File: src/inc/adc_out_pkg.sv
package adc_out_pkg;

    // output divide ratio selected by the mode pins
    typedef enum logic [1:0] {
        DIV_BY_1 = 2'b00,
        DIV_BY_2 = 2'b01,
        DIV_BY_5 = 2'b11
    } div_ratio_t;

    // converter code constants
    localparam int CODE_W = 8;
    localparam logic [CODE_W-1:0] CODE_FULL_SCALE = 8'hff;
    localparam logic [CODE_W-1:0] CODE_MID_SCALE = 8'h80;
    localparam logic [CODE_W-1:0] CODE_ZERO_SCALE = 8'h00;
    localparam int CODE_HALF_SPAN = 128;
    // level held on a port that carries no data
    localparam logic [CODE_W-1:0] IDLE_WORD = 8'h00;

    // nominal differential full scale, in millivolts
    localparam int FULL_SCALE_MV = 270;
    // analog inputs are signed millivolt words of this default width
    localparam int ANALOG_W = 12;

    // pipeline latency from hold to output stage, in input clocks
    localparam int PIPE_LATENCY = 4;

    // input clock and divide counts
    localparam int REF_CLK_MHZ = 250;
    localparam int DIV2_COUNT = 2;
    localparam int DIV5_COUNT = 5;
    localparam int DIV_CNT_W = 3;
    // counter phase on which output words are loaded; words change at the divided clock fall (div2) or half a cycle after it (div5)
    localparam logic [DIV_CNT_W-1:0] DIV2_LOAD_PHASE = 3'h0;
    localparam logic [DIV_CNT_W-1:0] DIV5_LOAD_PHASE = 3'h2;
    // last counter phase with the divided clock high
    localparam logic [DIV_CNT_W-1:0] DIV5_HIGH_LAST = 3'h1;

    // mode pins to divide ratio; ratio pin only counts when dividing
    function automatic div_ratio_t decode_ratio(input logic div_sel, input logic ratio_sel);
        if (!div_sel) begin
            decode_ratio = DIV_BY_1;
        end else if (ratio_sel) begin
            decode_ratio = DIV_BY_5;
        end else begin
            decode_ratio = DIV_BY_2;
        end
    endfunction : decode_ratio

endpackage : adc_out_pkg

File: src/logic/out_clock_div.sv
`timescale 1ns/1ps
`default_nettype none
module out_clock_div (
    input wire logic clk_i,
    input wire logic rst_i,
    input wire adc_out_pkg::div_ratio_t ratio_i,
    output logic load_o,
    output logic clock_o
);
    import adc_out_pkg::*;

    logic [DIV_CNT_W-1:0] cnt;
    logic [DIV_CNT_W-1:0] cnt_last;
    logic [DIV_CNT_W-1:0] next_cnt;
    logic [DIV_CNT_W-1:0] load_phase;
    logic q_pos;
    logic q_neg;
    logic next_q_pos;
    logic div_clock;

    // counter wraps at the ratio; an out-of-range count after a ratio change wraps at once
    assign cnt_last = (ratio_i == DIV_BY_5) ? DIV_CNT_W'(DIV5_COUNT - 1) : DIV_CNT_W'(DIV2_COUNT - 1);
    assign next_cnt = (ratio_i == DIV_BY_1 || cnt >= cnt_last) ? '0 : cnt + 3'h1;
    assign load_phase = (ratio_i == DIV_BY_5) ? DIV5_LOAD_PHASE : DIV2_LOAD_PHASE;
    assign load_o = (ratio_i == DIV_BY_1) || (cnt == load_phase);

    // divided clock high at the top of each period
    assign next_q_pos = (ratio_i == DIV_BY_5) ? (next_cnt <= DIV5_HIGH_LAST) : (next_cnt == '0);

    always_ff @(posedge clk_i) begin
        if (rst_i) begin
            cnt <= '0;
            q_pos <= 1'b0;
        end else begin
            cnt <= next_cnt;
            q_pos <= next_q_pos;
        end
    end

    // stretch to the next falling edge makes 2.5 of 5 cycles high only when the input duty is 50%
    always_ff @(negedge clk_i) begin
        if (rst_i) begin
            q_neg <= 1'b0;
        end else begin
            q_neg <= q_pos;
        end
    end

    // div2 needs no stretch: one high cycle of two is already even
    assign div_clock = (ratio_i == DIV_BY_5) ? (q_pos | q_neg) : q_pos; // RQ12
    // divide-by-1 forwards the input clock itself, keeping its duty cycle
    assign clock_o = (ratio_i == DIV_BY_1) ? clk_i : div_clock; // RQ13

endmodule : out_clock_div
`default_nettype wire

File: src/logic/adc_output_path_mode_ctrl.sv
`timescale 1ns/1ps
`default_nettype none
// What this block does
// RQ1 - +270 mV differential gives code ff
// RQ2 - zero difference gives code 80
// RQ3 - -270 mV differential gives code 00
// RQ4 - code saturates at both ends, never wraps
// RQ5 - divide-by-1: primary only, ratio pin ignored
// RQ6 - divide-by-1 mirrored: secondary equals primary
// RQ7 - demux: primary newest, secondary previous sample
// RQ8 - demux ports update together at half rate
// RQ9 - divide-by-2 mirrored: same sample, alternate discarded
// RQ10 - divide-by-5: primary every fifth clock only
// RQ11 - divide-by-5 mirrored: both ports every fifth
// RQ12 - divided output clock has exact 50% duty at div2, and at div5 with 50% input duty
// RQ13 - divide-by-1 clock keeps input duty cycle
// RQ14 - output clock derived from input clock
// RQ15 - input clock must not exceed 250 MHz
// RQ16 - sample held on falling input clock edge
// RQ17 - fixed pipeline latency before output ports
// RQ18 - mode pins held static during operation
// RQ19 - inactive port held at constant level
module adc_output_path_mode_ctrl #(
    parameter int ANALOG_WIDTH = adc_out_pkg::ANALOG_W,
    parameter int FULL_SCALE = adc_out_pkg::FULL_SCALE_MV,
    parameter int LATENCY = adc_out_pkg::PIPE_LATENCY
) (
    input wire logic REF_CLK_I,
    input wire logic RESET_I,
    input wire logic signed [ANALOG_WIDTH-1:0] ANALOG_IN_POS_I,
    input wire logic signed [ANALOG_WIDTH-1:0] ANALOG_IN_NEG_I,
    input wire logic DIVIDE_SELECT_I,
    input wire logic RATIO_SELECT_I,
    input wire logic MIRROR_SELECT_I,
    output logic [adc_out_pkg::CODE_W-1:0] PRIMARY_OUT_WORD_O,
    output logic [adc_out_pkg::CODE_W-1:0] SECONDARY_OUT_WORD_O,
    output logic FORWARDED_OUT_CLOCK_O,
    output logic FORWARDED_OUT_CLOCK_N_O
);
    import adc_out_pkg::*;

    // arithmetic width for difference times half span
    localparam int DIFF_W = ANALOG_WIDTH + 1;
    localparam int SCALE_W = DIFF_W + 8;

    // refuse settings the quantiser or pipeline cannot serve
    if (ANALOG_WIDTH < 10 || ANALOG_WIDTH > 20) begin : g_bad_width
        $error("analog width must be 10 to 20 bits");
    end
    if (FULL_SCALE < 1 || FULL_SCALE >= (1 << (ANALOG_WIDTH - 1))) begin : g_bad_scale
        $error("full scale must be positive and fit the analog width");
    end
    if (LATENCY < 2 || LATENCY > 16) begin : g_bad_latency
        $error("latency must be 2 to 16 clocks");
    end

    // package counts must fit the divider counter and keep each load inside its period
    if (DIV5_COUNT >= (1 << DIV_CNT_W) || DIV2_COUNT >= (1 << DIV_CNT_W)) begin : g_bad_div_width
        $error("divider counter too narrow for the divide counts");
    end
    if (int'(DIV2_LOAD_PHASE) >= DIV2_COUNT || int'(DIV5_LOAD_PHASE) >= DIV5_COUNT) begin : g_bad_load_phase
        $error("load phase outside its divide period");
    end
    // the clamp and the mid-scale offset assume the half span is half the code range
    if (CODE_HALF_SPAN * 2 != (1 << CODE_W)) begin : g_bad_span
        $error("half span must be half of the code range");
    end

    localparam logic signed [SCALE_W-1:0] FULL_SCALE_W = SCALE_W'(FULL_SCALE);
    localparam logic signed [SCALE_W-1:0] HALF_SPAN_W = SCALE_W'(CODE_HALF_SPAN);
    localparam logic signed [SCALE_W-1:0] CODE_MAX_W = SCALE_W'(CODE_FULL_SCALE);

    logic signed [ANALOG_WIDTH-1:0] held_pos;
    logic signed [ANALOG_WIDTH-1:0] held_neg;
    logic signed [DIFF_W-1:0] diff_mv;
    logic signed [SCALE_W-1:0] diff_scaled;
    logic signed [SCALE_W-1:0] code_wide;
    logic [CODE_W-1:0] code_sat;
    logic [CODE_W-1:0] pipe [LATENCY-1];
    logic [CODE_W-1:0] newest;
    logic [CODE_W-1:0] previous;
    div_ratio_t ratio;
    logic load;
    logic out_clock;
    logic next_primary_sel;
    logic [CODE_W-1:0] next_primary;
    logic [CODE_W-1:0] next_secondary;
    logic [2:0] mode_pins;
    logic [2:0] last_mode_pins;
    logic mode_changed;
    logic div_restart;

    // track/hold: inputs frozen at the falling clock edge
    always_ff @(negedge REF_CLK_I) begin
        if (RESET_I) begin
            held_pos <= '0;
            held_neg <= '0;
        end else begin
            held_pos <= ANALOG_IN_POS_I; // RQ16
            held_neg <= ANALOG_IN_NEG_I; // RQ16
        end
    end

    // linear map of the difference onto 256 codes around mid scale
    assign diff_mv = DIFF_W'(held_pos) - DIFF_W'(held_neg);
    assign diff_scaled = SCALE_W'(diff_mv) * HALF_SPAN_W;
    // +full scale lands on 256 and is clipped below to ff
    assign code_wide = (diff_scaled / FULL_SCALE_W) + HALF_SPAN_W; // RQ1 RQ2 RQ3

    // clamp instead of truncating, so overrange cannot wrap to the far end
    assign code_sat = (code_wide > CODE_MAX_W) ? CODE_FULL_SCALE :
                      (code_wide < 0) ? CODE_ZERO_SCALE :
                      code_wide[CODE_W-1:0]; // RQ4

    // fixed-depth pipeline; LATENCY-1 stages plus the output register give the latency
    always_ff @(posedge REF_CLK_I) begin
        if (RESET_I) begin
            pipe[0] <= CODE_MID_SCALE;
        end else begin
            pipe[0] <= code_sat; // RQ17
        end
    end

    for (genvar s = 1; s < LATENCY - 1; s++) begin : g_pipe
        always_ff @(posedge REF_CLK_I) begin
            if (RESET_I) begin
                pipe[s] <= CODE_MID_SCALE;
            end else begin
                pipe[s] <= pipe[s-1]; // RQ17
            end
        end
    end

    assign newest = pipe[LATENCY-2];

    // one-sample history for the demultiplexer pair
    always_ff @(posedge REF_CLK_I) begin
        if (RESET_I) begin
            previous <= CODE_MID_SCALE;
        end else begin
            previous <= newest;
        end
    end

    // ratio pin only matters when dividing
    assign ratio = decode_ratio(DIVIDE_SELECT_I, RATIO_SELECT_I); // RQ5

    // pins should stay static; a change restarts the divider so its phase realigns at once
    assign mode_pins = {DIVIDE_SELECT_I, RATIO_SELECT_I, MIRROR_SELECT_I};
    assign mode_changed = mode_pins != last_mode_pins;
    assign div_restart = RESET_I || mode_changed; // RQ18

    // pin history, loaded in reset too so release never looks like a change
    always_ff @(posedge REF_CLK_I) begin
        last_mode_pins <= mode_pins;
    end

    out_clock_div u_div (
        .clk_i(REF_CLK_I),
        .rst_i(div_restart),
        .ratio_i(ratio), // RQ18
        .load_o(load),
        .clock_o(out_clock)
    );

    // both clock phases come from the divider output, built from the input clock
    assign FORWARDED_OUT_CLOCK_O = out_clock; // RQ14
    assign FORWARDED_OUT_CLOCK_N_O = ~out_clock; // RQ14

    // samples between loads are dropped, not queued
    assign next_primary_sel = load; // RQ10
    assign next_primary = newest; // RQ5 RQ7

    // secondary: previous sample in demux, copy when mirrored, idle otherwise
    assign next_secondary = MIRROR_SELECT_I ? newest : // RQ6 RQ9 RQ11
                            (ratio == DIV_BY_2) ? previous : // RQ7
                            IDLE_WORD; // RQ5 RQ10 RQ19

    // both ports load on the same edge, so the pair is always coherent
    always_ff @(posedge REF_CLK_I) begin
        if (RESET_I) begin
            PRIMARY_OUT_WORD_O <= CODE_MID_SCALE;
            SECONDARY_OUT_WORD_O <= IDLE_WORD;
        end else if (next_primary_sel) begin
            PRIMARY_OUT_WORD_O <= next_primary; // RQ8 RQ9 RQ10 RQ11
            SECONDARY_OUT_WORD_O <= next_secondary; // RQ8 RQ19
        end
    end

endmodule : adc_output_path_mode_ctrl
`default_nettype wire

File: config.mk
export PLATFORM = sky130hd
export DESIGN_NAME = adc_output_path_mode_ctrl
export DESIGN_NICKNAME = d
export VERILOG_FILES = /design/src/inc/adc_out_pkg.sv /design/src/logic/out_clock_div.sv /design/src/logic/adc_output_path_mode_ctrl.sv
export SDC_FILE = /design/constraint.sdc
export NUM_CORES = 1
export LEC_CHECK = 0
export BUFFER_PORTS_ARGS = -buffer_cell sky130_fd_sc_hd__buf_4
export CAP_MARGIN = 20
export CORE_ASPECT_RATIO = 1.4
export CORE_MARGIN = 3
export CORE_UTILIZATION = 25
export CTS_CLUSTER_DIAMETER = 150
export DETAILED_ROUTE_END_ITERATION = 10
export GPL_ROUTABILITY_DRIVEN = 0
export SYNTH_ARGS = -nofsm -noshare
export SYNTH_HDL_FRONTEND = slang
export SYNTH_SLANG_ARGS = --single-unit
File: constraint.sdc
create_clock -name REF_CLK_I -period 15.1 [get_ports REF_CLK_I]
set_clock_uncertainty 0.1 [all_clocks]
set_input_delay 3.02 -clock REF_CLK_I [delete_from_list [all_inputs] [get_ports REF_CLK_I]]
set_output_delay 3.02 -clock REF_CLK_I [all_outputs]
set_load 0.02 [all_outputs]
After elaboration in Yosys (flattened, before gate mapping)
Memories as Yosys holds them, arrays and structs flattened.
Cells that the tools add are included.
Word-level totals
  bits in registers: 56
  memory bits (writable): 24
  output and inout bits: 18
  logic and storage cells: 50
  memories: 1
Memory list
  pipe: words 3, width 8, read ports 3, clocked after memory_dff 0, wr ports 3, line adc_output_path_mode_ctrl.sv:79  | logic [CODE_W-1:0] pipe [LATENCY-1];
Cells by class
  add/subtract/negate cells: 3
  div/mod/pow operators: 1
  order comparisons: 4
  equality and inequality tests: 4
  multiplexer cells: 18
  bitwise logic cells: 5
  reduce and logical (&&, ||, !) cells: 5
Operators with widths (number)
  two-way mux 8 bit: 7
  adder 21 x 9 -> 21 bit, second input constant: 1
  divider 21 x 10 -> 21 bit, second input constant: 1
  > comparator 21 x 9 -> 1 bit, second input constant: 1
  < comparator 21 x 1 -> 1 bit, second input constant: 1
  subtractor 12 x 12 -> 13 bit: 1
  two-way mux 1 bit: 6
  two-way mux 2 bit: 3
  two-way mux 3 bit: 2
  OR 1 bit: 4
  adder 3 x 1 -> 3 bit, second input constant: 1
  equality test 3 bit: 1
  >= comparator 3 bit: 1
  less-or-equal comparator 3 x 1 -> 1 bit, second input constant: 1
  logical NOT 3 bit: 1
  logical OR 1 bit: 3
  inequality test 3 bit: 1
  equality test 2 x 1 -> 1 bit, second input constant: 1
  equality test 2 bit, second input constant: 1
  logical NOT 2 bit: 1
  inverter 1 bit: 1

Depth between registers and ports, before layout
Gate-level depths: netlist of the first run.
  depth in word-level cells: 9
  depth in mapped cells: 65
  gate-level depth less buffers: 61

Modules after synthesis
Synthesis of the first run repeated with hierarchy kept, for this count alone.
Unflattened totals
  cells, all modules: 1002
  area total of the unflattened synthesis: 7883.8 um^2
By module, submodules not included
  adc_output_path_mode_ctrl: instances 1, cells each 973, area each 7601.0 um^2, sequential area each 1501.4 um^2
  out_clock_div: instances 1, cells each 29, area each 282.8 um^2, sequential area each 100.1 um^2

==> run metrics, run 1 <==
Site Rows 77; final worst slack -5.085 ns; Via density 4.992; I/O pins 47; EDFF count, synth 0; drt total wl 28.71 mm; core footprint 31890 sq um; Vias 9765; PortBufs 46; endpoints failing setup 8; nets 1572; # placed instances 1866; DR WL/cell 14.68 um; worst-case reg-to-reg path depth 58; CTS tree yes; Synth async-reset ratio 0; Reg clk slew, reported paths 0.06 ns; crit path kind reg2reg; clk_lat worst skew 0.53 ns; DR pass1 iterations 5; DP Wirelength 22.32 mm; status finished, violations left; commonest non-fill, non-tap cell in the layout buf_4; worst endpoint required time 15.30 ns; GRT Residual Overflow 0; ys flop type dfxtp_1; Hold Fails Final Rpt 0; layout cells sized above 1 0.4520; syn nets 1092; largest net degree at the start of global routing 74; maxcap violations 0; worst-margin pin slew 1.022 ns; area grow syn2layout 67.54%; number of synthesized register bits 80; Synth Cell Area 8140 sq um; DIE AREA 34790 sq um; vias in the first global route 10.12k; DRC errors left 0; Data arrival, critical path 20.38 ns; setup_tns -40.34 ns; height of the chip 219.5 um; Antenna Nets Post-Route 0; first-pass GRT wire length 46.84 mm; Iter 0 DRT Violations 499; Overall Global Routing Usage 0.1616; max_slew headroom 0.3186; failing checks negative setup slack; critical-path maximum fanout 8; FILL cells 3072; post-synthesis sequential area ratio 0.1967; Startpoint Class flop; die width 158.5 um; Min Hold Slack 0.3144 ns; final slew viol count 0; Cells after Synth 1037; most frequent CP cell buf_4; n_diodes 0; Ys Warns 0; slowest CP cell or4_4; library cells used by synthesis 117; Worst Hold Class reg2reg; Worst path max stage delay 0.60 ns; Setup crit end kind flop; mean post-synth cell area 7.850 sq um; Hold Path Depth 1; Starting Density 0.2553; Final Non-Filler Cells 1956; final core occ 0.4277; most frequent cells in the layout 461 x buf_4, 80 x dfxtp_1, 79 x nor2_1; RSZ-0062 raised after global routing yes; initial antenna violation count 0
## layout make-up
cell class                 instances  area (sq um)  share of cell area
timing repair buffer             465          3540              0.2595
inverter                          42         157.7             0.01156
clock buffer                      26         604.3             0.04431
sequential                        80          1602              0.1174
clock inverter                    30         130.1            0.009541
tap                              434         543.0             0.03982
multi-input combinational        879          7062              0.5178
## sequential cells by signal, indices dropped and copies added, names as in the netlist, 3 cells and up
register / cells
held_neg: 12
PRIMARY_OUT_WORD_O: 8
previous: 8
held_pos: 12
last_mode_pins: 3
u_div.cnt: 3
SECONDARY_OUT_WORD_O: 8
pipe: 24
## Yosys cell counts, types with 7 or more instances
master / n / share of area
nor2b_1: 52 / 0.040
o21ai_0: 38 / 0.023
o31ai_1: 16 / 0.015
a211o_1: 7 / 0.0075
nor3_1: 26 / 0.016
a31oi_1: 14 / 0.011
nor4_1: 10 / 0.0077
o211ai_1: 20 / 0.018
buf_2: 9 / 0.0055
a211oi_1: 22 / 0.020
o21ai_1: 12 / 0.0074
or3_1: 13 / 0.010
ha_1: 25 / 0.038
xor2_1: 22 / 0.024
a211oi_2: 7 / 0.011
or2_2: 7 / 0.0054
clkbuf_1: 21 / 0.0097
nor2_1: 88 / 0.041
dfxtp_1: 80 / 0.20
xnor2_1: 32 / 0.034
nand4_1: 13 / 0.010
nand2_1: 83 / 0.038
o21a_1: 14 / 0.013
and3_1: 12 / 0.0092
o31a_1: 11 / 0.012
a2111o_1: 7 / 0.0097
o22ai_1: 7 / 0.0054
and2_1: 23 / 0.018
nand2b_1: 9 / 0.0069
inv_1: 42 / 0.019
a21o_1: 16 / 0.015
mux2i_1: 15 / 0.018
a21oi_1: 63 / 0.039
nand3_1: 34 / 0.021
## per-stage QoR
step	area [sq um]	setup WS [ns]
4_1_cts	13230	-4.968
5_1_grt	13640	-5.672
3_5_place_dp	12100	-5.464
2_1_floorplan	8432	-5.363
6_report	13640	-5.085
3_3_place_gp	12100	-5.102
## per-layer routing
metal / vias to the layer above / global-route usage / share of wire
met5: - / 0 / 0
met4: 0 / 0.07403 / 0.033
met1: 4605 / 0.1755 / 0.41
met3: 72 / 0.01670 / 0.025
li1: 4900 / - / -
met2: 188 / 0.3085 / 0.53
## worst paths after layout
path	slack (ns)	to	from
worst max register to register	-5.08	pipe[0][5]	held_pos[0]
worst min-delay path	0.31	pipe[2][7]	pipe[1][7]
worst min register to register	0.31	pipe[2][7]	pipe[1][7]
worst max-delay path	-5.08	pipe[0][5]	held_pos[0]
## worst max-delay path, delay by kind of cell, from the launching register on
family,cells,cell delay (ns)
flip-flops,1,0.29
buffers and inverters,9,1.13
XOR/XNOR,2,0.30
AND/OR/NAND/NOR,14,2.80
AO/OA/AOI/OAI,28,6.69
adder cells (fa/ha/maj),5,1.11
## kinds of logic after synthesis
family	after synthesis	synth area share
flip-flops	80	0.1967
XOR/XNOR	57	0.06409
multiplexers	19	0.02444
buffers and inverters	78	0.03781
adder cells (fa/ha/maj)	26	0.04089
AND/OR/NAND/NOR	412	0.2690
AO/OA/AOI/OAI	365	0.3670
## timing repair
action	CTS	global route
endpoints found under the setup margin	8	8
buffers inserted	24	14
pin swaps	58	56
gates resized for setup	49	56
hold buffers	0	0
gates cloned	0	0
Power of run 1 is not shown: default switching activity piles up to over one toggle a cycle in this logic, so the estimate is an artifact.
==> inputs of run 2 (changes only) <==
--- a/config.mk
+++ b/config.mk
@@ -9,7 +9,7 @@
 export CAP_MARGIN = 20
 export CORE_ASPECT_RATIO = 1.4
 export CORE_MARGIN = 3
-export CORE_UTILIZATION = 25
+export CORE_UTILIZATION = 30
 export CTS_CLUSTER_DIAMETER = 150
 export DETAILED_ROUTE_END_ITERATION = 10
 export GPL_ROUTABILITY_DRIVEN = 0
==> run 2 against run 1 <==
The flow still finishes with violations (negative setup slack); via count up 1.9%; setup slack worse by 0.10 ns; global-route usage rose by 3.0 points; wire length grew 2.0%.
==> run metrics, run 2 (synthesized netlist as in run 1, its figures left out) <==
DP Wirelength 22.18 mm (-0.61%); initial antenna violation count 0 (unchanged); Buf/Inv on CP 15 (+6); die width 145.2 um (-8.4%); RSZ-0062 raised after global routing yes; commonest non-fill, non-tap cell in the layout buf_4; DRC errors left 0 (unchanged); Via density 5.257 (+5.3%); failing checks negative setup slack; FILL cells 2507 (-18%); final worst slack -5.185 ns (-0.1003 ns); PortBufs 46 (unchanged); storage element area 1602 sq um (unchanged); CTS tree yes; height of the chip 200.9 um (-8.5%); maxcap violations 0 (unchanged); worst-margin pin slew 1.029 ns (+0.006845 ns); DIE AREA 29180 sq um (-16%); Hold Fails Final Rpt 0 (unchanged); n_diodes 0 (unchanged); largest registers pipe (24), held_neg (12), held_pos (12); Vias 9952 (+1.9%); Min Hold Slack 0.3103 ns (-0.004088 ns); Site Rows 70 (-9.1%); drt total wl 29.29 mm (+2.0%); Setup crit end kind flop; critical-path maximum fanout 5 (-3); largest net degree at the start of global routing 74 (unchanged); core footprint 26450 sq um (-17%); max reg flops 24 (unchanged); area grow syn2layout 67.06%; multi-input logic area 7034 sq um (-0.39%); clk_lat worst skew 0.53 ns (about the same); first-pass GRT wire length 47.50 mm (+1.4%); most frequent cells in the layout 468 x buf_4, 80 x dfxtp_1, 80 x nor2_1; Overall Global Routing Usage 0.1913 (+0.02978); slowest CP cell o211ai_1; DR WL/cell 15.47 um (+5.4%); GRT Residual Overflow 0 (unchanged); Starting Density 0.3078 (+0.05249); status finished, violations left; most frequent CP cell buf_4; crit path kind reg2reg; Antenna Nets Post-Route 0 (unchanged); CTS Hold Bufs 0 (unchanged); delay-heaviest family, CP compound AO/OA/AOI/OAI gates; Worst path max stage delay 0.43 ns (-0.17 ns); Data arrival, critical path 20.47 ns (+0.09 ns); endpoints failing setup 8 (unchanged); Reg clk slew, reported paths 0.06 ns (about the same); final slew viol count 0 (unchanged); vias in the first global route 10.31k (+1.9%); Largest Register pipe; worst endpoint required time 15.28 ns (-0.02 ns); final core occ 0.5141 (+0.08648); nets 1583 (+0.70%); Worst Hold Class reg2reg; max_slew headroom 0.3140 (-0.004563); Startpoint Class flop; I/O pins 47 (unchanged); DR pass1 iterations 5 (unchanged); layout cells sized above 1 0.4540 (+0.001975); Iter 0 DRT Violations 556 (+11%)
run 2: changes by cell type in the layout (fill, tap and decap cells not counted), moves of 3 or more:
cell,before,now
a211oi_2,10,13
buf_4,461,468
buf_6,3,9
clkinv_2,0,3
nor2_2,9,4
nor2_4,1,5
run 2: what timing repair did:
action / 4_1_cts / 5_1_grt
setup buffers: 38 / 13
endpoints found under the setup margin: 8 / 8
resized for setup: 52 / 54
pin swaps: 71 / 37
run 2: worst reg2reg max path, delay by kind of cell, from the launching register on:
kind / cells / cell delay [ns]
AOI/OAI and AO/OA: 30 / 6.60
buffers and inverters: 15 / 2.09
and+or+nand+nor: 9 / 1.80
adders and majority gates: 5 / 1.09
DFF: 1 / 0.30
xor gates and xnor gates: 2 / 0.27
muxes: 1 / 0.21
run 2: final timing paths:
check	from	endpoint	slack, ns	cells after the start
worst max-delay path	held_pos[0]	pipe[0][4]	-5.19	62
worst min-delay path	pipe[1][7]	pipe[2][7]	0.31	1
worst min register to register	pipe[1][7]	pipe[2][7]	0.31	1
worst max register to register	held_pos[0]	pipe[0][4]	-5.19	62
run 2: through the flow:
step | setup TNS (ns) | std cells | instance area [sq um] | worst slack, ns
3_5_place_dp | -41.90 | 1791 | 11970 | -5.303
2_1_floorplan | -42.28 | 1037 | 8432 | -5.363
5_1_grt | -45.97 | 1893 | 13600 | -5.809
6_report | -41.02 | 1893 | 13600 | -5.185
4_1_cts | -40.28 | 1880 | 13220 | -5.061
3_3_place_gp | -40.36 | 1791 | 11970 | -5.100
run 2: cell type report:
type                            count  share of cell area
Inverter                           42             0.01159
Clock buffer                       24             0.04076
Multi-Input combinational cell    879              0.5173
Timing Repair Buffer              476              0.2662
Tap cell                          360             0.03312
Sequential cell                    80              0.1178
Clock inverter                     32             0.01334
run 2: per-layer routing:
layer  share of wire  track usage  vias to the layer above  wire (um)
met3           0.023      0.02394                       76        677
met1            0.39       0.2022                     4755      11490
met4           0.036      0.08418                        0       1047
met2            0.55       0.3741                      212      16080
li1                -            -                     4909          -
met5               0            0                        -          0
Power of run 2 is left out for the same reason.
==> inputs of run 3 (changes only) <==
--- a/config.mk
+++ b/config.mk
@@ -9,10 +9,11 @@
 export CAP_MARGIN = 20
 export CORE_ASPECT_RATIO = 1.4
 export CORE_MARGIN = 3
-export CORE_UTILIZATION = 30
+export CORE_UTILIZATION = 63
 export CTS_CLUSTER_DIAMETER = 150
 export DETAILED_ROUTE_END_ITERATION = 10
 export GPL_ROUTABILITY_DRIVEN = 0
+export PLACE_DENSITY = 0.82
 export SYNTH_ARGS = -nofsm -noshare
 export SYNTH_HDL_FRONTEND = slang
 export SYNTH_SLANG_ARGS = --single-unit
==> constraint.sdc (replaced) <==
create_clock -name REF_CLK_I -period 15.1 [get_ports REF_CLK_I]
set_clock_uncertainty 0.1 [all_clocks]
set_input_delay 0 -clock REF_CLK_I [delete_from_list [all_inputs] [get_ports REF_CLK_I]]
set_output_delay 0 -clock REF_CLK_I [all_outputs]
set_load 0.02 [all_outputs]
==> run 3 against run 2 <==
Synthesized area did not move; synthesized cell count did not move; the run now fails in 4_1_cts.
==> run metrics, run 3 <==
post-CTS setup buffers 65 (+71%); Starting Density 0.6516 (+0.3439); top-count cell post-synth nor2_1; dominant cell type by area after synthesis dfxtp_1; number of synthesized register bits 80 (unchanged); status did not finish; DP Wirelength 28.57 mm (+29%); # placed instances 1581 (-12%); syn nets 1092 (unchanged); EDFF count, synth 0 (unchanged); post-synthesis sequential area ratio 0.1967 (unchanged); dominant cells by area after synthesis dfxtp_1 20%, nor2_1 4.1%, nor2b_1 4.0%; I/O pins 47 (unchanged); die width 102.1 um (-30%); Site Rows 48 (-31%); Cells after Synth 1037 (unchanged); First Error [ERROR DPL-0038] Utilization greater than 100%, impossible to legalize; post-CTS resize count 153 (+190%); Stopped at 4_1_cts; Synth Cell Area 8140 sq um (unchanged); mean post-synth cell area 7.850 sq um (unchanged); Post-synth top cells 88 x nor2_1, 83 x nand2_1, 80 x dfxtp_1, 63 x a21oi_1, 52 x nor2b_1; Yosys top cell area share 0.1967 (unchanged); PortBufs 46 (unchanged); height of the chip 140.5 um (-30%); library cells used by synthesis 117 (unchanged); Ys Warns 0 (unchanged); Synth async-reset ratio 0 (unchanged); worst slack at placement -6.314 ns (-1.011 ns); ys flop type dfxtp_1; CTS Hold Bufs 8 (+8)
==> run 3: cell counts after synthesis <==
Identical to the previous run, type by type.
==> run 3: stage by stage <==
| step | hold WS [ns] | utilization | cell area, sq um |
|---|---|---|---|
| 2_1_floorplan | -0.07228 | - | 8432 |
| 3_5_place_dp | 0.07075 | 0.9402 | 11750 |
| 3_3_place_gp | 0.06593 | 0.9402 | 11750 |
==> run 3: kinds of logic after synthesis <==
group,synth area share
simple gates,0.2690
buf+inv,0.03781
compound gates,0.3670
flops,0.1967
fa+ha+maj,0.04089
mux,0.02444
xor+xnor,0.06409
==> inputs of run 4 (changes only) <==
--- a/config.mk
+++ b/config.mk
@@ -7,13 +7,11 @@
 export LEC_CHECK = 0
 export BUFFER_PORTS_ARGS = -buffer_cell sky130_fd_sc_hd__buf_4
 export CAP_MARGIN = 20
-export CORE_ASPECT_RATIO = 1.4
 export CORE_MARGIN = 3
-export CORE_UTILIZATION = 63
-export CTS_CLUSTER_DIAMETER = 150
+export CORE_UTILIZATION = 40
 export DETAILED_ROUTE_END_ITERATION = 10
 export GPL_ROUTABILITY_DRIVEN = 0
-export PLACE_DENSITY = 0.82
+export PLACE_DENSITY_LB_ADDON = 0.15
 export SYNTH_ARGS = -nofsm -noshare
 export SYNTH_HDL_FRONTEND = slang
 export SYNTH_SLANG_ARGS = --single-unit
==> run 4 against run 3 <==
The flow now finishes, with violations (negative setup slack).
==> run metrics, run 4 (synthesized netlist as in run 1, its figures left out) <==
DR WL/cell 16.46 um; die width 148.7 um (+46%); worst-margin pin slew 0.9025 ns; Hold Path End last_mode_pins[1]; worst r2r src held_pos[0]; M1 WL 13.40 mm; final slew viol count 0; Site Rows 51 (+6.3%); worst-case reg-to-reg path depth 58; routed wl met2 14.33 mm; drt total wl 29.95 mm; most frequent CP cell buf_4; setup slack, reg-to-reg -5.36 ns; Starting Density 0.4128 (-0.2388); vias in the first global route 10.07k; Reg clk slew, reported paths 0.06 ns; DR pass1 iterations 6; maxcap violations 0; commonest non-fill, non-tap cell in the layout buf_4; worst slack at placement -5.322 ns (+0.9922 ns); GRT Residual Overflow 0; failing checks negative setup slack; hold_sp RATIO_SELECT_I; max layer used met4; Worst path max stage delay 0.48 ns; Iter 0 DRT Violations 565; height of the chip 148.7 um (+5.8%); Largest Register pipe; n_diodes 0; max_slew headroom 0.3963; Antenna Nets Post-Route 0; crit path kind reg2reg; Hold Fails Final Rpt 0; slowest CP cell o32ai_4; worst endpoint required time 15.37 ns; nets 1604; Overall Global Routing Usage 0.2680; core footprint 19720 sq um; I/O pins 47 (unchanged); CTS tree yes; Hold Path Depth 2; endpoints failing setup 8; initial antenna violation count 0; Data arrival, critical path 20.73 ns; PortBufs 46 (unchanged); met3 routed WL 1.462 mm; first-pass GRT wire length 48.67 mm; Via density 5.594; largest net degree at the start of global routing 51; Worst Hold Class in2reg; Vias 10.18k; final core occ 0.6959; area grow syn2layout 68.57%; final worst slack -5.361 ns; RSZ-0062 raised after global routing yes; largest registers pipe (24), held_neg (12), held_pos (12); Min Hold Slack 0.1597 ns; Startpoint Class flop; DP Wirelength 20.85 mm (-27%); max reg flops 24; DRC errors left 0; critical-path maximum fanout 7; FILL cells 1537; DIE AREA 22100 sq um; Setup crit end kind flop; status finished, violations left; most frequent cells in the layout 481 x buf_4, 80 x nor2_1, 79 x dfxtp_1; layout cells sized above 1 0.4665; reg-to-reg critical path endpoint pipe[0][4]; clk_lat worst skew 0.55 ns
==> run 4: what timing repair did <==
action,CTS,global route
hold endpoints to repair,31,0
resized for setup,67,59
pin swaps,65,54
hold buffers,5,0
buffers inserted,43,22
endpoints found under the setup margin,8,8
==> run 4: critical path, delay by kind of cell, from the launching register on <==
kind                       cells  cell delay (ns)
AOI/OAI and AO/OA             30             7.21
and+or+nand+nor                9             2.08
buffers and inverters         11             1.57
adders and majority gates      4             0.95
xor gates and xnor gates       3             0.41
DFF                            1             0.31
muxes                          1             0.08
==> run 4: routing by layer <==
layer	up-vias	global-route usage
met5	-	0
met4	0	0.1122
met3	83	0.05027
met2	323	0.4410
met1	4803	0.3447
li1	4967	-
==> run 4: layout make-up <==
cell class	instances	area (sq um)	share of cell area
repair buffers	497	3810	0.2777
clock inverters	32	147.6	0.01076
inverters	42	160.2	0.01167
well taps	265	331.6	0.02416
flip-flops and latches	80	1603	0.1168
multi-input cells	879	7104	0.5177
clock buffers	24	565.5	0.04121
==> run 4: worst max path at each step <==
stage | startpoint | to | slack, ns | depth (start not counted)
after floorplan | held_pos[0] | pipe[0][4] | -5.36 | 58
after global placement | held_pos[0] | pipe[0][3] | -4.91 | 55
after detailed placement | held_pos[0] | pipe[0][3] | -5.32 | 58
after CTS | held_pos[0] | pipe[0][5] | -5.00 | 60
after global routing | held_pos[0] | pipe[0][4] | -5.92 | 60
final | held_pos[0] | pipe[0][4] | -5.36 | 58
==> run 4: metrics by stage <==
step / std cells / cell area, sq um / setup TNS [ns]
after detailed placement: 1700 / 11890 / -42.14
after CTS: 1800 / 13310 / -39.34
after global routing: 1819 / 13720 / -46.84
final: 1819 / 13720 / -42.30
after global placement: 1700 / 11890 / -38.89
after floorplan: 1037 / 8432 / -42.28
Power of run 4 is left out for the same reason.
